$ cat src/shared/swc_pkg.sv
// constants shared by both ends of the switch control link
package swc_pkg;

  // ---------------------------------------------------------------
  // frame and channel layout
  // ---------------------------------------------------------------
  localparam int CMD_W    = 16;
  localparam int HS_N     = 4;
  localparam int LS_N     = 8;
  localparam int LS_LO    = 4;
  localparam int CH_N     = 12;
  localparam int OP_HI    = 15;
  localparam int OP_LO    = 12;
  localparam int SNS01_LO = 0;
  localparam int SNS23_LO = 2;

  // ---------------------------------------------------------------
  // command opcodes in bits 15:12
  // ---------------------------------------------------------------
  localparam logic [3:0] OP_OUT = 4'h0;
  localparam logic [3:0] OP_CFG = 4'h1;
  localparam logic [3:0] OP_SNS = 4'h2;

  // ---------------------------------------------------------------
  // current sense source codes
  // ---------------------------------------------------------------
  localparam logic [1:0] SNS_OFF = 2'h0;
  localparam logic [1:0] SNS_A   = 2'h1;
  localparam logic [1:0] SNS_B   = 2'h2;
  localparam logic [1:0] SNS_SUM = 2'h3;

  // ---------------------------------------------------------------
  // reset values and timing
  // ---------------------------------------------------------------
  localparam logic [CMD_W-1:0] CMD_RST = 16'h0000;
  localparam int CLK_MHZ       = 40;
  localparam int WD_TIMEOUT_US = 10000;
  localparam int WD_CYCLES     = WD_TIMEOUT_US * CLK_MHZ;
  localparam int SCLK_HALF_CYC = 8;

endpackage

$ cat src/shared/swc_link_if.sv
// serial link and device pins between bus master and switch device
`timescale 1ns/1ps
interface swc_link_if;
  logic cs_n;
  logic sclk;
  logic si;
  logic so;
  logic so_oe;
  logic miso;
  logic rst_n;
  logic watchdog_kick_input;

  // undriven data line reads low
  assign miso = so_oe ? so : 1'b0;

  modport device (
    input  cs_n,
    input  sclk,
    input  si,
    input  rst_n,
    input  watchdog_kick_input,
    output so,
    output so_oe
  );

  modport host (
    output cs_n,
    output sclk,
    output si,
    output rst_n,
    output watchdog_kick_input,
    input  miso
  );
endinterface

$ cat src/rtl/swc_device.sv
// switch device end: serial command port, channel control, watchdog
//
// Behaviour
// - data output floats unless chip select low
// - output data changes on serial clock rise
// - fault bits returned msb first when selected
// - twelve fault bits, bit n is channel n
// - master selects by chip select, others float
// - master clocks one cycle per bit, idle between
// - command frame is 16 bits msb first
// - bits 3:0 drive high-side channels 3:0
// - bits 11:4 drive low-side channels 11:4
// - master holds data valid at falling edge
// - daisy chain passes data through to output
// - low-side direct input drives assigned channels only
// - each high-side direct input drives one channel
// - high-side source is command or direct input
// - sense source selectable as either channel
// - sense also offers sum of both channels
// - fail-safe forces high-side channel 2 on
// - fail-safe forces high-side channel 0 on
// - watchdog runs only while wake is high
// - reset low clears state, release starts watchdog
// - no watchdog toggle in window enters fail-safe
// - fail-safe select low disables watchdog entirely
// - fault status low while any fault held
`timescale 1ns/1ps
module swc_device
  import swc_pkg::*;
#(
  parameter int WD_LIMIT = swc_pkg::WD_CYCLES
)(
  // clock, reset, enable
  input  wire logic                mclk_i,
  input  wire logic                sys_rst_i,
  input  wire logic                ce_i,
  // link
  swc_link_if.device               link,
  // direct inputs and straps
  input  wire logic [swc_pkg::HS_N-1:0] hs_direct_i,
  input  wire logic                low_side_direct_i,
  input  wire logic                wake_i,
  input  wire logic                fail_safe_select_i,
  // channel fault detectors
  input  wire logic [swc_pkg::CH_N-1:0] fault_i,
  // channel controls and status
  output logic [swc_pkg::HS_N-1:0] high_side_channel_o,
  output logic [swc_pkg::LS_N-1:0] low_side_channel_o,
  output logic [1:0]               sense01_sel_o,
  output logic [1:0]               sense23_sel_o,
  output logic                     fail_safe_o,
  output logic                     fault_status_n_o
);
  import swc_pkg::*;

  localparam int SY_W = 12;

  // ---------------------------------------------------------------
  // pin synchronisers
  // ---------------------------------------------------------------
  logic [SY_W-1:0] sy1_reg, sy2_reg, sy3_reg;
  logic [SY_W-1:0] sy_pins;

  assign sy_pins = {link.cs_n, link.sclk, link.si, link.rst_n,
                    link.watchdog_kick_input, wake_i, fail_safe_select_i,
                    low_side_direct_i, hs_direct_i};

  always_ff @(posedge mclk_i)
  begin
    if (sys_rst_i)
    begin
      {sy1_reg, sy2_reg, sy3_reg} <= '1;
    end
    else if (ce_i)
    begin
      {sy3_reg, sy2_reg, sy1_reg} <= {sy2_reg, sy1_reg, sy_pins};
    end
  end

  logic            cs_s, sclk_s, si_s, rstn_s, watchdog_kick_input_s, wake_s, fsi_s, ils_s;
  logic [HS_N-1:0] ihs_s;
  logic            cs_d_reg, sclk_d_reg, rstn_d_reg, watchdog_kick_input_d_reg;

  assign {cs_s, sclk_s, si_s, rstn_s, watchdog_kick_input_s, wake_s, fsi_s,
          ils_s, ihs_s} = sy2_reg;
  assign {cs_d_reg, sclk_d_reg} = sy3_reg[SY_W-1:SY_W-2];
  assign {rstn_d_reg, watchdog_kick_input_d_reg} = sy3_reg[SY_W-4:SY_W-5];

  // ---------------------------------------------------------------
  // state
  // ---------------------------------------------------------------
  logic [CMD_W-1:0] sr_reg,      sr_next;
  logic [3:0]       bit_cnt_reg, bit_cnt_next;
  logic             full_reg,    full_next;
  logic             so_reg,      so_next;
  logic [CMD_W-1:0] cmd_reg,     cmd_next;
  logic [HS_N-1:0]  hs_en_reg,   hs_en_next;
  logic [LS_N-1:0]  ls_en_reg,   ls_en_next;
  logic [1:0]       s01_reg,     s01_next;
  logic [1:0]       s23_reg,     s23_next;
  logic [CH_N-1:0]  fault_reg,   fault_next;
  logic [31:0]      wd_cnt_reg,  wd_cnt_next;
  logic             fs_reg,      fs_next;
  logic [HS_N-1:0]  hs_reg,      hs_next;
  logic [LS_N-1:0]  ls_reg,      ls_next;

  logic sclk_rise, sclk_fall, cs_fall, cs_rise;
  logic frame_ok, standby, wd_on;

  always_comb
  begin
    sclk_rise   = sclk_s & ~sclk_d_reg;
    sclk_fall   = ~sclk_s & sclk_d_reg;
    cs_fall     = ~cs_s & cs_d_reg;
    cs_rise     = cs_s & ~cs_d_reg;
    standby     = ~rstn_s;

    // -------------------------------------------------------------
    // serial shifter
    // -------------------------------------------------------------
    sr_next      = sr_reg;
    bit_cnt_next = bit_cnt_reg;
    full_next    = full_reg;
    so_next      = so_reg;
    if (cs_fall)
    begin
      sr_next      = {{(CMD_W-CH_N){1'b0}}, fault_reg};
      bit_cnt_next = 4'h0;
      full_next    = 1'b0;
      so_next      = 1'b0;
    end
    else if (!cs_s)
    begin
      if (sclk_rise)
      begin
        so_next = sr_reg[CMD_W-1];
        sr_next = {sr_reg[CMD_W-2:0], 1'b0};
      end
      if (sclk_fall)
      begin
        sr_next[0]   = si_s;
        bit_cnt_next = bit_cnt_reg + 4'h1;
        if (bit_cnt_reg == 4'hf)
          full_next = 1'b1;
      end
    end
    // whole multiples of 16 bits only; longer frames keep last word
    frame_ok = cs_rise & full_reg & (bit_cnt_reg == 4'h0);

    // -------------------------------------------------------------
    // command and configuration
    // -------------------------------------------------------------
    cmd_next   = cmd_reg;
    hs_en_next = hs_en_reg;
    ls_en_next = ls_en_reg;
    s01_next   = s01_reg;
    s23_next   = s23_reg;
    if (standby)
    begin
      cmd_next   = CMD_RST;
      hs_en_next = '0;
      ls_en_next = '0;
      s01_next   = SNS_OFF;
      s23_next   = SNS_OFF;
    end
    else if (frame_ok)
    begin
      case (sr_reg[OP_HI:OP_LO])
        OP_OUT:
          cmd_next = sr_reg;
        OP_CFG:
        begin
          hs_en_next = sr_reg[HS_N-1:0];
          ls_en_next = sr_reg[LS_LO+LS_N-1:LS_LO];
        end
        OP_SNS:
        begin
          s01_next = sr_reg[SNS01_LO+1:SNS01_LO];
          s23_next = sr_reg[SNS23_LO+1:SNS23_LO];
        end
        default: ;
      endcase
    end
    // fault capture, a fault in the frame-end cycle stays set
    fault_next = standby ? '0 : frame_ok ? fault_i : fault_reg | fault_i;

    // -------------------------------------------------------------
    // watchdog
    // -------------------------------------------------------------
    wd_on       = wake_s & fsi_s & ~standby;
    wd_cnt_next = wd_cnt_reg;
    fs_next     = fs_reg;
    if (standby || !fsi_s)
      fs_next = 1'b0;
    if (!wd_on || fs_reg)
      wd_cnt_next = 32'h0;
    else if ((rstn_s & ~rstn_d_reg) || (watchdog_kick_input_s ^ watchdog_kick_input_d_reg))
      wd_cnt_next = 32'h0;
    else if (wd_cnt_reg >= 32'(WD_LIMIT - 1))
    begin
      wd_cnt_next = 32'h0;
      fs_next     = 1'b1;
    end
    else
      wd_cnt_next = wd_cnt_reg + 32'h1;
    // channel drive
    for (int i = 0; i < HS_N; i++)
      hs_next[i] = hs_en_reg[i] ? ihs_s[i] : cmd_reg[i];
    for (int j = 0; j < LS_N; j++)
      ls_next[j] = ls_en_reg[j] ? ils_s : cmd_reg[LS_LO+j];
    hs_next[2] = hs_next[2] | fs_reg;
    hs_next[0] = hs_next[0] | fs_reg;
    if (standby)
      {hs_next, ls_next} = '0;
  end

  always_ff @(posedge mclk_i)
  begin
    if (sys_rst_i)
    begin
      sr_reg      <= CMD_RST;
      bit_cnt_reg <= 4'h0;
      full_reg    <= 1'b0;
      so_reg      <= 1'b0;
      cmd_reg     <= CMD_RST;
      hs_en_reg   <= '0;
      ls_en_reg   <= '0;
      s01_reg     <= SNS_OFF;
      s23_reg     <= SNS_OFF;
      fault_reg   <= '0;
      wd_cnt_reg  <= 32'h0;
      fs_reg      <= 1'b0;
      hs_reg      <= '0;
      ls_reg      <= '0;
    end
    else if (ce_i)
    begin
      sr_reg      <= sr_next;
      bit_cnt_reg <= bit_cnt_next;
      full_reg    <= full_next;
      so_reg      <= so_next;
      cmd_reg     <= cmd_next;
      hs_en_reg   <= hs_en_next;
      ls_en_reg   <= ls_en_next;
      s01_reg     <= s01_next;
      s23_reg     <= s23_next;
      fault_reg   <= fault_next;
      wd_cnt_reg  <= wd_cnt_next;
      fs_reg      <= fs_next;
      hs_reg      <= hs_next;
      ls_reg      <= ls_next;
    end
  end

  // ---------------------------------------------------------------
  // outputs
  // ---------------------------------------------------------------
  assign link.so             = so_reg;
  assign link.so_oe          = ~cs_s & ~cs_d_reg;
  assign high_side_channel_o = hs_reg;
  assign low_side_channel_o  = ls_reg;
  assign sense01_sel_o       = s01_reg;
  assign sense23_sel_o       = s23_reg;
  assign fail_safe_o         = fs_reg;
  assign fault_status_n_o    = ~(|fault_reg);

endmodule

$ cat src/flat_wrapper.sv
// flat-port wrapper written by rule: the top's interface ports become plain ports
module swc_device_flat import swc_pkg::*;
#(
  parameter int WD_LIMIT = swc_pkg::WD_CYCLES
)
  (mclk_i, sys_rst_i, ce_i, hs_direct_i, low_side_direct_i, wake_i, fail_safe_select_i, fault_i, high_side_channel_o, low_side_channel_o, sense01_sel_o, sense23_sel_o, fail_safe_o, fault_status_n_o, link_cs_n, link_sclk, link_si, link_rst_n, link_watchdog_kick_input, link_so, link_so_oe);
  swc_link_if link_i ();
  input  wire logic mclk_i;
  input  wire logic sys_rst_i;
  input  wire logic ce_i;
  input  wire logic [swc_pkg::HS_N-1:0] hs_direct_i;
  input  wire logic low_side_direct_i;
  input  wire logic wake_i;
  input  wire logic fail_safe_select_i;
  input  wire logic [swc_pkg::CH_N-1:0] fault_i;
  output logic [swc_pkg::HS_N-1:0] high_side_channel_o;
  output logic [swc_pkg::LS_N-1:0] low_side_channel_o;
  output logic [1:0] sense01_sel_o;
  output logic [1:0] sense23_sel_o;
  output logic fail_safe_o;
  output logic fault_status_n_o;
  input wire logic [$bits(link_i.cs_n)-1:0] link_cs_n;
  input wire logic [$bits(link_i.sclk)-1:0] link_sclk;
  input wire logic [$bits(link_i.si)-1:0] link_si;
  input wire logic [$bits(link_i.rst_n)-1:0] link_rst_n;
  input wire logic [$bits(link_i.watchdog_kick_input)-1:0] link_watchdog_kick_input;
  output wire logic [$bits(link_i.so)-1:0] link_so;
  output wire logic [$bits(link_i.so_oe)-1:0] link_so_oe;
  assign link_i.cs_n = link_cs_n;
  assign link_i.sclk = link_sclk;
  assign link_i.si = link_si;
  assign link_i.rst_n = link_rst_n;
  assign link_i.watchdog_kick_input = link_watchdog_kick_input;
  assign link_so = link_i.so;
  assign link_so_oe = link_i.so_oe;
  swc_device #(.WD_LIMIT(WD_LIMIT)) u_core (.mclk_i(mclk_i), .sys_rst_i(sys_rst_i), .ce_i(ce_i), .link(link_i), .hs_direct_i(hs_direct_i), .low_side_direct_i(low_side_direct_i), .wake_i(wake_i), .fail_safe_select_i(fail_safe_select_i), .fault_i(fault_i), .high_side_channel_o(high_side_channel_o), .low_side_channel_o(low_side_channel_o), .sense01_sel_o(sense01_sel_o), .sense23_sel_o(sense23_sel_o), .fail_safe_o(fail_safe_o), .fault_status_n_o(fault_status_n_o));
endmodule
$ cat config.mk
export PLATFORM = sky130hd
export DESIGN_NAME = swc_device_flat
export DESIGN_NICKNAME = d
export VERILOG_FILES = /design/src/shared/swc_pkg.sv /design/src/shared/swc_link_if.sv /design/src/rtl/swc_device.sv /design/src/flat_wrapper.sv
export SDC_FILE = /design/constraint.sdc
export NUM_CORES = 1
export LEC_CHECK = 0
export ABC_AREA = 1
export BUFFER_PORTS_ARGS = -buffer_cell sky130_fd_sc_hd__buf_2
export CAP_MARGIN = 15
export CELL_PAD_IN_SITES_DETAIL_PLACEMENT = 0
export CELL_PAD_IN_SITES_GLOBAL_PLACEMENT = 1
export CORE_UTILIZATION = 25
export DETAILED_ROUTE_END_ITERATION = 8
export PLACE_DENSITY_LB_ADDON = 0.1
export SYNTH_ARGS = -nofsm -noshare
export SYNTH_HDL_FRONTEND = slang
export SYNTH_SLANG_ARGS = --single-unit
$ cat constraint.sdc
create_clock -name mclk_i -period 4.15 [get_ports mclk_i]
set_input_delay 0.415 -clock mclk_i [delete_from_list [all_inputs] [get_ports mclk_i]]
set_output_delay 0.415 -clock mclk_i [all_outputs]
set_load 0.01 [all_outputs]
==> impl_metrics.yaml, run 1 <==
routing:
  routed.top_layer: "met4"
  drt-wirelength-per-cell_um: 14.2
  ant_nets: 0
  vias: 5094
  wl_met3_um: 336
  wl_um: 15700
  drtIter0Drc: 197
  wl_met1_um: 7510
  vias_per_cell: 4.62
  route.detailed.drc: 0
  dr_wl_met2_um: 7770
  drt_first_pass_iters: 4
floorplanning:
  initial_utilization: 0.257
  ios: 47
  rows: 54
  die_h_um: 153
  core_area_mm2: 0.0221
  fp.dieW_um: 153
  dieArea_mm2: 0.0233
placement:
  numPortBuffers: 46
  preCtsSetupSlack_ns: 1.82
  dp_hpwl_um: 10700
  place_area_mm2: 0.00611
  place_congestion: 0.737
sta:
  rsz0062_at_grt: "no"
  slew_viol_final: 0
  worst_pin_slew_ns: 0.953
  hold_viol: 0
  finalSetupViolations: 0
  fmax_mhz: 451
  period_minus_slack_ns: 2.22
  layout_setup_ws_ns: 1.93
  relSlewSlack: 0.365
  tns_ns: 0
  hold_ws_ns: 0.215
  post-route-period-util: 0.534
  finalClockSkew_ns: 0.00848
logic_synthesis:
  yosys.area.top_type: "dfxtp_1"
  synthCells: 783
  synth_edf_count: 0
  yosysTopAreaCellShare: 0.475
  synthTopCellsByArea: "dfxtp_1, nand2_1, a21oi_1, o21ai_0, nor2_1"
  synth_seq_cells: 135
  syn_area_mm2: 0.00569
  synth.distinct_cells: 32
  yosysMostFrequentCell: "nand2_1"
  syn-num-nets: 813
  ys.flop_type: "dfxtp_1"
  synth_area_per_cell_um2: 7.26
  ys.warnings.count: 0
  postSynth.asyncResetShare: 0
  ys_seq_area_frac: 0.475
  synth_common_cells: "nand2_1, dfxtp_1, a21oi_1, nor2_1, o21ai_0"
power_and_ir_drop:
  power_density_mw_per_mm2: 460
  p_leak_nw: 2.63
  irDropWorstVdd_v: 0.000255
setup_path:
  start_kind: "register"
  crit_path_end: "u_core.bit_cnt_reg[2]"
  critical_path_class: "register to register"
  cpMostUsedCell: "inv_1"
  crit_path_max_incr_delay_ns: 0.63
  r2r-start: "u_core.sy3_reg[11]"
  crit_arrival_ns: 2.51
  crit_family: "simple AND/OR/NAND/NOR gates"
  crit_start: "u_core.sy3_reg[11]"
  cp.required_ns: 4.44
  end_kind: "register"
  path_buf_inv: 2
  worst-path-stages: 5
  reg2reg_to: "u_core.bit_cnt_reg[2]"
  path_cells: "inv_1, nor2_1, inv_1, o21ai_1, nor3_1"
  timing.reg2reg.setup_slack_ns: 1.93
  slowest_stage: "nor2_1"
  critPathMaxFanout: 20
  reg2regPathDepth: 5
grt:
  grt_overflow_total: 0
  track_usage: 0.142
  grt_max_degree: 84
  grt_first_pass_wirelength_um: 26200
  grt_pass1_vias: 5085
  antenna_found_initial: 0
finish:
  layout.nets: 841
  fin_area_mm2: 0.00670
  layout-drive-gt1-share: 0.112
  largest_reg_flops: 32
  diodes: 0
  area_growth_pct: 17.8
clock_network:
  tritoncts: "built"
  cts-root-buf: "clkbuf_16"
  postCtsHoldBufs: 0
  cts_buffers: 17
  clk_pin_slew_ns: 0.06
  clock_latency_ns: 0.41
  clock_sinks: 135
  cts_resized: 0
  cts_buffer_depth: 2
  htreeDepth: 4
  post-cts-setup-buffer-count: 0
flow_run:
  cap_violations: 0
hold_path:
  min_path_cells: 3
  hold_class: "input pin to register"
run_status:
  status: "completed"
==> layer usage <==
layer / global-route usage / vias to the layer above
li1: - / 2645
met1: 0.175 / 2396
met2: 0.245 / 45
met3: 0.0319 / 8
met4: 0.0428 / 0
met5: 0 / -
==> worst reg2reg max path, cell delays in order, from the launching register on <==
cell	delay, ns
dfxtp_1	0.39
inv_1	0.09
nor2_1	0.63
inv_1	0.54
o21ai_1	0.34
nor3_1	0.10
==> cells in the final DEF, fill, tap and decap left out, drive strengths merged, types with 3 or more instances in the layout <==
master / instances
nand2: 203
xor2: 4
a21oi: 102
dfxtp: 135
clkinv: 8
nand4: 24
nor2: 64
nor3: 13
bufinv: 3
clkbuf: 19
nand3: 45
ha: 3
a31oi: 13
buf: 52
a211oi: 4
o21ai: 62
inv: 59
xnor2: 4
==> worst min-delay path by stage <==
stage	startpoint	to	slack (ns)
after CTS	link_sclk	u_core.sy1_reg[10]	0.20
after floorplan	u_core.wd_cnt_reg[19]	u_core.wd_cnt_reg[19]	0.41
after global placement	u_core.wd_cnt_reg[21]	u_core.wd_cnt_reg[21]	0.43
after global routing	link_watchdog_kick_input	u_core.sy1_reg[7]	0.20
after detailed placement	u_core.wd_cnt_reg[30]	u_core.wd_cnt_reg[30]	0.43
final	link_sclk	u_core.sy1_reg[10]	0.21
==> area by class of cell <==
type | instances | area, µm²
clock buffers | 19 | 433
clock inverters | 12 | 155
flip-flops and latches | 135 | 2700
inverters | 60 | 225
well taps | 280 | 350
multi-input cells | 545 | 2560
fillers | 2394 | 15400
repair buffers | 52 | 275
==> where the power goes <==
part	leakage (nW)	internal, W	switching [W]
clock network	0.283	0.000942	0.000583
logic	1.24	0.0000583	0.000129
registers	1.10	0.00134	0.0000331
==> metrics by stage <==
stage          power [W]  cells  utilization
2_1_floorplan    0.00153    783            -
3_3_place_gp     0.00159   1072        0.277
3_5_place_dp     0.00159   1072        0.277
4_1_cts          0.00314   1103        0.303
5_1_grt          0.00322   1103        0.303
6_report         0.00309   1103        0.303
==> cell families after synthesis <==
family                   synth area share
AO/OA/AOI/OAI                       0.167
AND/OR/NAND/NOR                     0.264
buffers and inverters              0.0746
XOR/XNOR                           0.0123
adder cells (fa/ha/maj)           0.00660
flip-flops                          0.475
(Power assumes the default switching activity.)
==> run 2, diff against run 1 <==
==> constraint.sdc (replaced) <==
create_clock -name mclk_i -period 1.96 [get_ports mclk_i]
set_input_delay 0.196 -clock mclk_i [delete_from_list [all_inputs] [get_ports mclk_i]]
set_output_delay 0.196 -clock mclk_i [all_outputs]
set_load 0.01 [all_outputs]
==> run 2 against run 1 <==
  * Core utilization rose by 1.7 points
  * Clock skew rose by 0.00066 ns
  * First-iteration DRC count fell by 0.51%
  * Hold slack got worse by 0.19 ns
  * Clock power rose to 2.5 times the previous value
  * Sequential share of layout area fell by 2.1 points
  * Setup slack got worse by 1.8 ns
  * Register-to-register slack got worse by 1.7 ns
  * Critical path type is now register to output port
  * Critical endpoint is now fault_status_n_o
==> impl_metrics.yaml, run 2 (synthesis gave the netlist of run 1 again) <==
clock_network:
  cts_resized: 0
  cts_buffer_depth: 2
  clk_pin_slew_ns: 0.06
  clock_sinks: 135
  cts-root-buf: "clkbuf_16"
  clock_latency_ns: 0.42
  tritoncts: "built"
  cts_buffers: 17
  htreeDepth: 4
finish:
  largest_reg_flops: 32
  final_common_cell: "nand2_1"
  fin_area_mm2: 0.00707
  layout_common_cells: "nand2_1, dfxtp_1, a21oi_1"
  final_util: 0.320
  layout.nets: 869
  diodes: 0
  area_growth_pct: 24.4
  nFillCells: 2388
  layout-drive-gt1-share: 0.130
floorplanning:
  fp.dieW_um: 153
  die_h_um: 153
  initial_utilization: 0.257
  ios: 47
  core_area_mm2: 0.0221
  rows: 54
  dieArea_mm2: 0.0233
sta:
  finalClockSkew_ns: 0.00914
  rsz0062_at_grt: "no"
  period_minus_slack_ns: 1.81
  post-route-period-util: 0.925
  finalSetupViolations: 0
  fmax_mhz: 552
  hold_viol: 0
  worst_pin_slew_ns: 0.698
  relSlewSlack: 0.535
  tns_ns: 0
  slew_viol_final: 0
power_and_ir_drop:
  p_leak_nw: 2.83
  power_density_mw_per_mm2: 1010
  irDropWorstVdd_v: 0.000493
routing:
  vias_per_cell: 4.59
  ant_nets: 0
  drt_first_pass_iters: 4
  wl_um: 15800
  drt-wirelength-per-cell_um: 14.0
  route.detailed.drc: 0
  drtIter0Drc: 196
  vias: 5194
grt:
  grt_overflow_total: 0
  grtUsageMet1: 0.175
  grt_pass1_vias: 5097
  use_met3: 0.0358
  met2_usage: 0.251
  top_usage_layer: "met2"
  track_usage: 0.145
  grt_first_pass_wirelength_um: 26700
  grt_max_degree: 62
  antenna_found_initial: 0
setup_path:
  end_kind: "output port"
  cp.required_ns: 1.76
  crit_arrival_ns: 1.62
  critPathMaxFanout: 3
  critical_path_class: "register to output port"
  start_kind: "register"
placement:
  place_area_mm2: 0.00626
  numPortBuffers: 46
  dp_hpwl_um: 11200
  place_congestion: 0.787
flow_run:
  cap_violations: 0
run_status:
  status: "completed"
hold_path:
  hold_class: "input pin to register"
-- run 2: cell count changes in the layout (fill, tap and decap cells not counted), moves of 3 or more --
cell | before | now
buf_4 | 6 | 22
bufinv_16 | 3 | 7
clkinv_4 | 4 | 1
dlygate4sd3_1 | 0 | 10
-- run 2: where the power goes --
group	leakage, nW	total, W	internal, W	switching (W)
sequential	1.10	0.00291	0.00284	0.0000735
combinational	1.38	0.000439	0.000162	0.000277
clock	0.342	0.00382	0.00259	0.00123
-- run 2: final timing paths --
path,slack (ns),from,end,cells past startpoint
setup / recovery,0.15,u_core.fault_reg[2],fault_status_n_o,3
hold / removal,0.02,fault_i[9],u_core.fault_reg[9],3
setup reg to reg,0.22,u_core.sy2_reg[8],u_core.wd_cnt_reg[5],9
hold reg to reg,0.44,u_core.wd_cnt_reg[22],u_core.wd_cnt_reg[22],2
-- run 2: layout make-up --
class                   instances  area (µm²)  share of cell area
well taps                     280         350              0.0495
multi-input cells             545        2560               0.362
repair buffers                 80         536              0.0757
flip-flops and latches        135        2700               0.382
inverters                      60         225              0.0318
clock buffers                  21         460              0.0651
clock inverters                11         241              0.0341
-- run 2: stage by stage --
step,setup slack (ns),cells,total power (W),hold slack (ns)
2_1_floorplan,0.511,783,0.00324,0.322
3_3_place_gp,0.269,1089,0.00340,0.410
3_5_place_dp,0.239,1089,0.00341,0.412
4_1_cts,0.0993,1131,0.00729,0.00945
5_1_grt,0.0326,1132,0.00748,0.0139
6_report,0.148,1132,0.00717,0.0216
-- run 2: metal layers --
| layer | routed length [µm] | part of all wire |
|---|---|---|
| met5 | 0 | 0 |
| met4 | 193 | 0.012 |
| met3 | 411 | 0.026 |
| met2 | 7820 | 0.49 |
| met1 | 7410 | 0.47 |
-- run 2: timing repair --
| action | CTS | global route |
|---|---|---|
| hold buffers | 10 | 0 |
| endpoints found under the setup margin | 0 | 1 |
| setup buffers | 0 | 1 |
| hold endpoints to repair | 10 | 0 |
-- run 2: critical path: stages (launching register included) --
cell and delay [ns]:
dfxtp_1 0.32, or4_1 0.52, nor3_1 0.18, buf_2 0.17
==> run 3, diff against run 2 <==
--- a/config.mk
+++ b/config.mk
@@ -10,7 +10,7 @@
 export CAP_MARGIN = 15
 export CELL_PAD_IN_SITES_DETAIL_PLACEMENT = 0
 export CELL_PAD_IN_SITES_GLOBAL_PLACEMENT = 1
-export CORE_UTILIZATION = 25
+export CORE_UTILIZATION = 39
 export DETAILED_ROUTE_END_ITERATION = 8
 export PLACE_DENSITY_LB_ADDON = 0.1
 export SYNTH_ARGS = -nofsm -noshare
==> run 3 against run 2 <==
  * Core utilization up 18 points
  * Clock skew fell by 0.0014 ns
  * Fmax grew 2.8%
  * Global-route usage is 5.2 points higher
==> impl_metrics.yaml, run 3 (synthesis gave the netlist of run 1 again) <==
grt:
  track_usage: 0.197
  grt_pass1_vias: 4678
  grt_overflow_total: 0
  grt_max_degree: 84
  antenna_found_initial: 0
  grt_first_pass_wirelength_um: 23000
clock_network:
  cts-root-buf: "clkbuf_16"
  clock_sinks: 135
  htreeDepth: 4
  clock_latency_ns: 0.42
  tritoncts: "built"
  cts_buffer_depth: 2
  cts_buffers: 17
  clk_pin_slew_ns: 0.06
flow_run:
  cap_violations: 0
setup_path:
  critPathMaxFanout: 3
  timing.reg2reg.setup_slack_ns: 0.22
  reg2regPathDepth: 9
  path_cells: "or4_1, nor3_1, buf_2"
  start_kind: "register"
  end_kind: "output port"
  slowest_stage: "or4_1"
  crit_arrival_ns: 1.57
  cp.required_ns: 1.76
  crit_path_max_incr_delay_ns: 0.52
  reg2reg_to: "u_core.sense01_sel_o[0]"
  path_buf_inv: 1
  critical_path_class: "register to output port"
  r2r-start: "u_core.bit_cnt_reg[0]"
  crit_family: "simple AND/OR/NAND/NOR gates"
sta:
  finalClockSkew_ns: 0.00779
  worst_pin_slew_ns: 0.622
  relSlewSlack: 0.585
  fmax_mhz: 567
  period_minus_slack_ns: 1.76
  hold_ws_ns: 0.0224
  slew_viol_final: 0
  finalSetupViolations: 0
  tns_ns: 0
  layout_setup_ws_ns: 0.197
  hold_viol: 0
  post-route-period-util: 0.899
  rsz0062_at_grt: "no"
hold_path:
  min-delay-start: "hs_direct_i[3]"
  holdPathEnd: "u_core.sy1_reg[3]"
  min_path_cells: 3
  hold_class: "input pin to register"
routing:
  drt-wirelength-per-cell_um: 13.5
  drt_first_pass_iters: 5
  vias_per_cell: 5.01
  drtIter0Drc: 299
  wl_um: 13900
  vias: 5164
  ant_nets: 0
  route.detailed.drc: 0
finish:
  final_util: 0.495
  layout-drive-gt1-share: 0.132
  nFillCells: 1418
  largest_reg_flops: 32
  area_growth_pct: 22.3
  final_common_cell: "nand2_1"
  layout.nets: 867
  diodes: 0
  layout_common_cells: "nand2_1, dfxtp_1, a21oi_1"
power_and_ir_drop:
  irDropWorstVdd_v: 0.000582
  total_power_w: 0.00712
  power_density_mw_per_mm2: 1020
  p_leak_nw: 2.81
floorplanning:
  ios: 47
  dieArea_mm2: 0.0151
  core_area_mm2: 0.0140
  initial_utilization: 0.405
  fp.dieW_um: 123
  die_h_um: 123
  rows: 43
placement:
  dp_hpwl_um: 9210
  place_congestion: 0.791
  numPortBuffers: 46
  preCtsSetupSlack_ns: 0.127
run_status:
  status: "completed"
==> run 3: cell types whose count changed in the layout (fill, tap and decap cells not counted), sizes merged <==
cell      delta
buf          -2
inv          -2
clkbuf       -1
clkinv       +1
clkinvlp     +2
==> run 3: layout make-up <==
| cell class | count | area (µm²) | area share |
|---|---|---|---|
| flip-flops and latches | 135 | 2700 | 0.389 |
| multi-input cells | 545 | 2560 | 0.369 |
| repair buffers | 78 | 533 | 0.0766 |
| clock buffers | 20 | 457 | 0.0657 |
| clock inverters | 12 | 245 | 0.0353 |
| inverters | 60 | 229 | 0.0329 |
| well taps | 180 | 225 | 0.0324 |
==> run 3: how the worst max path moves through the flow <==
| stage | startpoint | end | depth (start not counted) |
|---|---|---|---|
| after global placement | u_core.bit_cnt_reg[0] | u_core.hs_en_reg[0] | 9 |
| final | u_core.fault_reg[2] | fault_status_n_o | 3 |
| after CTS | u_core.bit_cnt_reg[0] | u_core.hs_en_reg[0] | 9 |
| after global routing | u_core.bit_cnt_reg[0] | u_core.sense01_sel_o[1] | 9 |
| after detailed placement | u_core.bit_cnt_reg[0] | u_core.hs_en_reg[0] | 9 |
| after floorplan | u_core.wd_cnt_reg[0] | u_core.wd_cnt_reg[17] | 11 |
==> run 3: tightest hold or removal path, stage by stage <==
cell and delay, ns:
buf_2 0.08, nand2_1 0.06, nand3_1 0.07
==> run 3: repair_timing <==
action	CTS	global route
endpoints found under the hold margin	10	0
gates resized for setup	0	1
endpoints found under the setup margin	0	6
setup buffers	0	5
hold buffers	10	0
==> run 3: layer usage <==
layer	vias to the layer above	global-route usage	part of all wire
li1	2710	-	-
met1	2350	0.283	0.53
met2	94	0.286	0.43
met3	10	0.0460	0.038
met4	0	0.0678	0.0089
met5	-	0	0
==> run 3: stage by stage <==
stage	instance area [µm²]	cells
after floorplan	5690	783
after global placement	6110	983
after detailed placement	6110	983
after CTS	6910	1025
after global routing	6960	1030
final	6960	1030
==> run 3: where the power goes <==
| group | total (W) | internal, W | switching [W] |
|---|---|---|---|
| Clock | 0.00378 | 0.00258 | 0.00120 |
| Combinational | 0.000428 | 0.000156 | 0.000272 |
| Sequential | 0.00291 | 0.00284 | 0.0000686 |
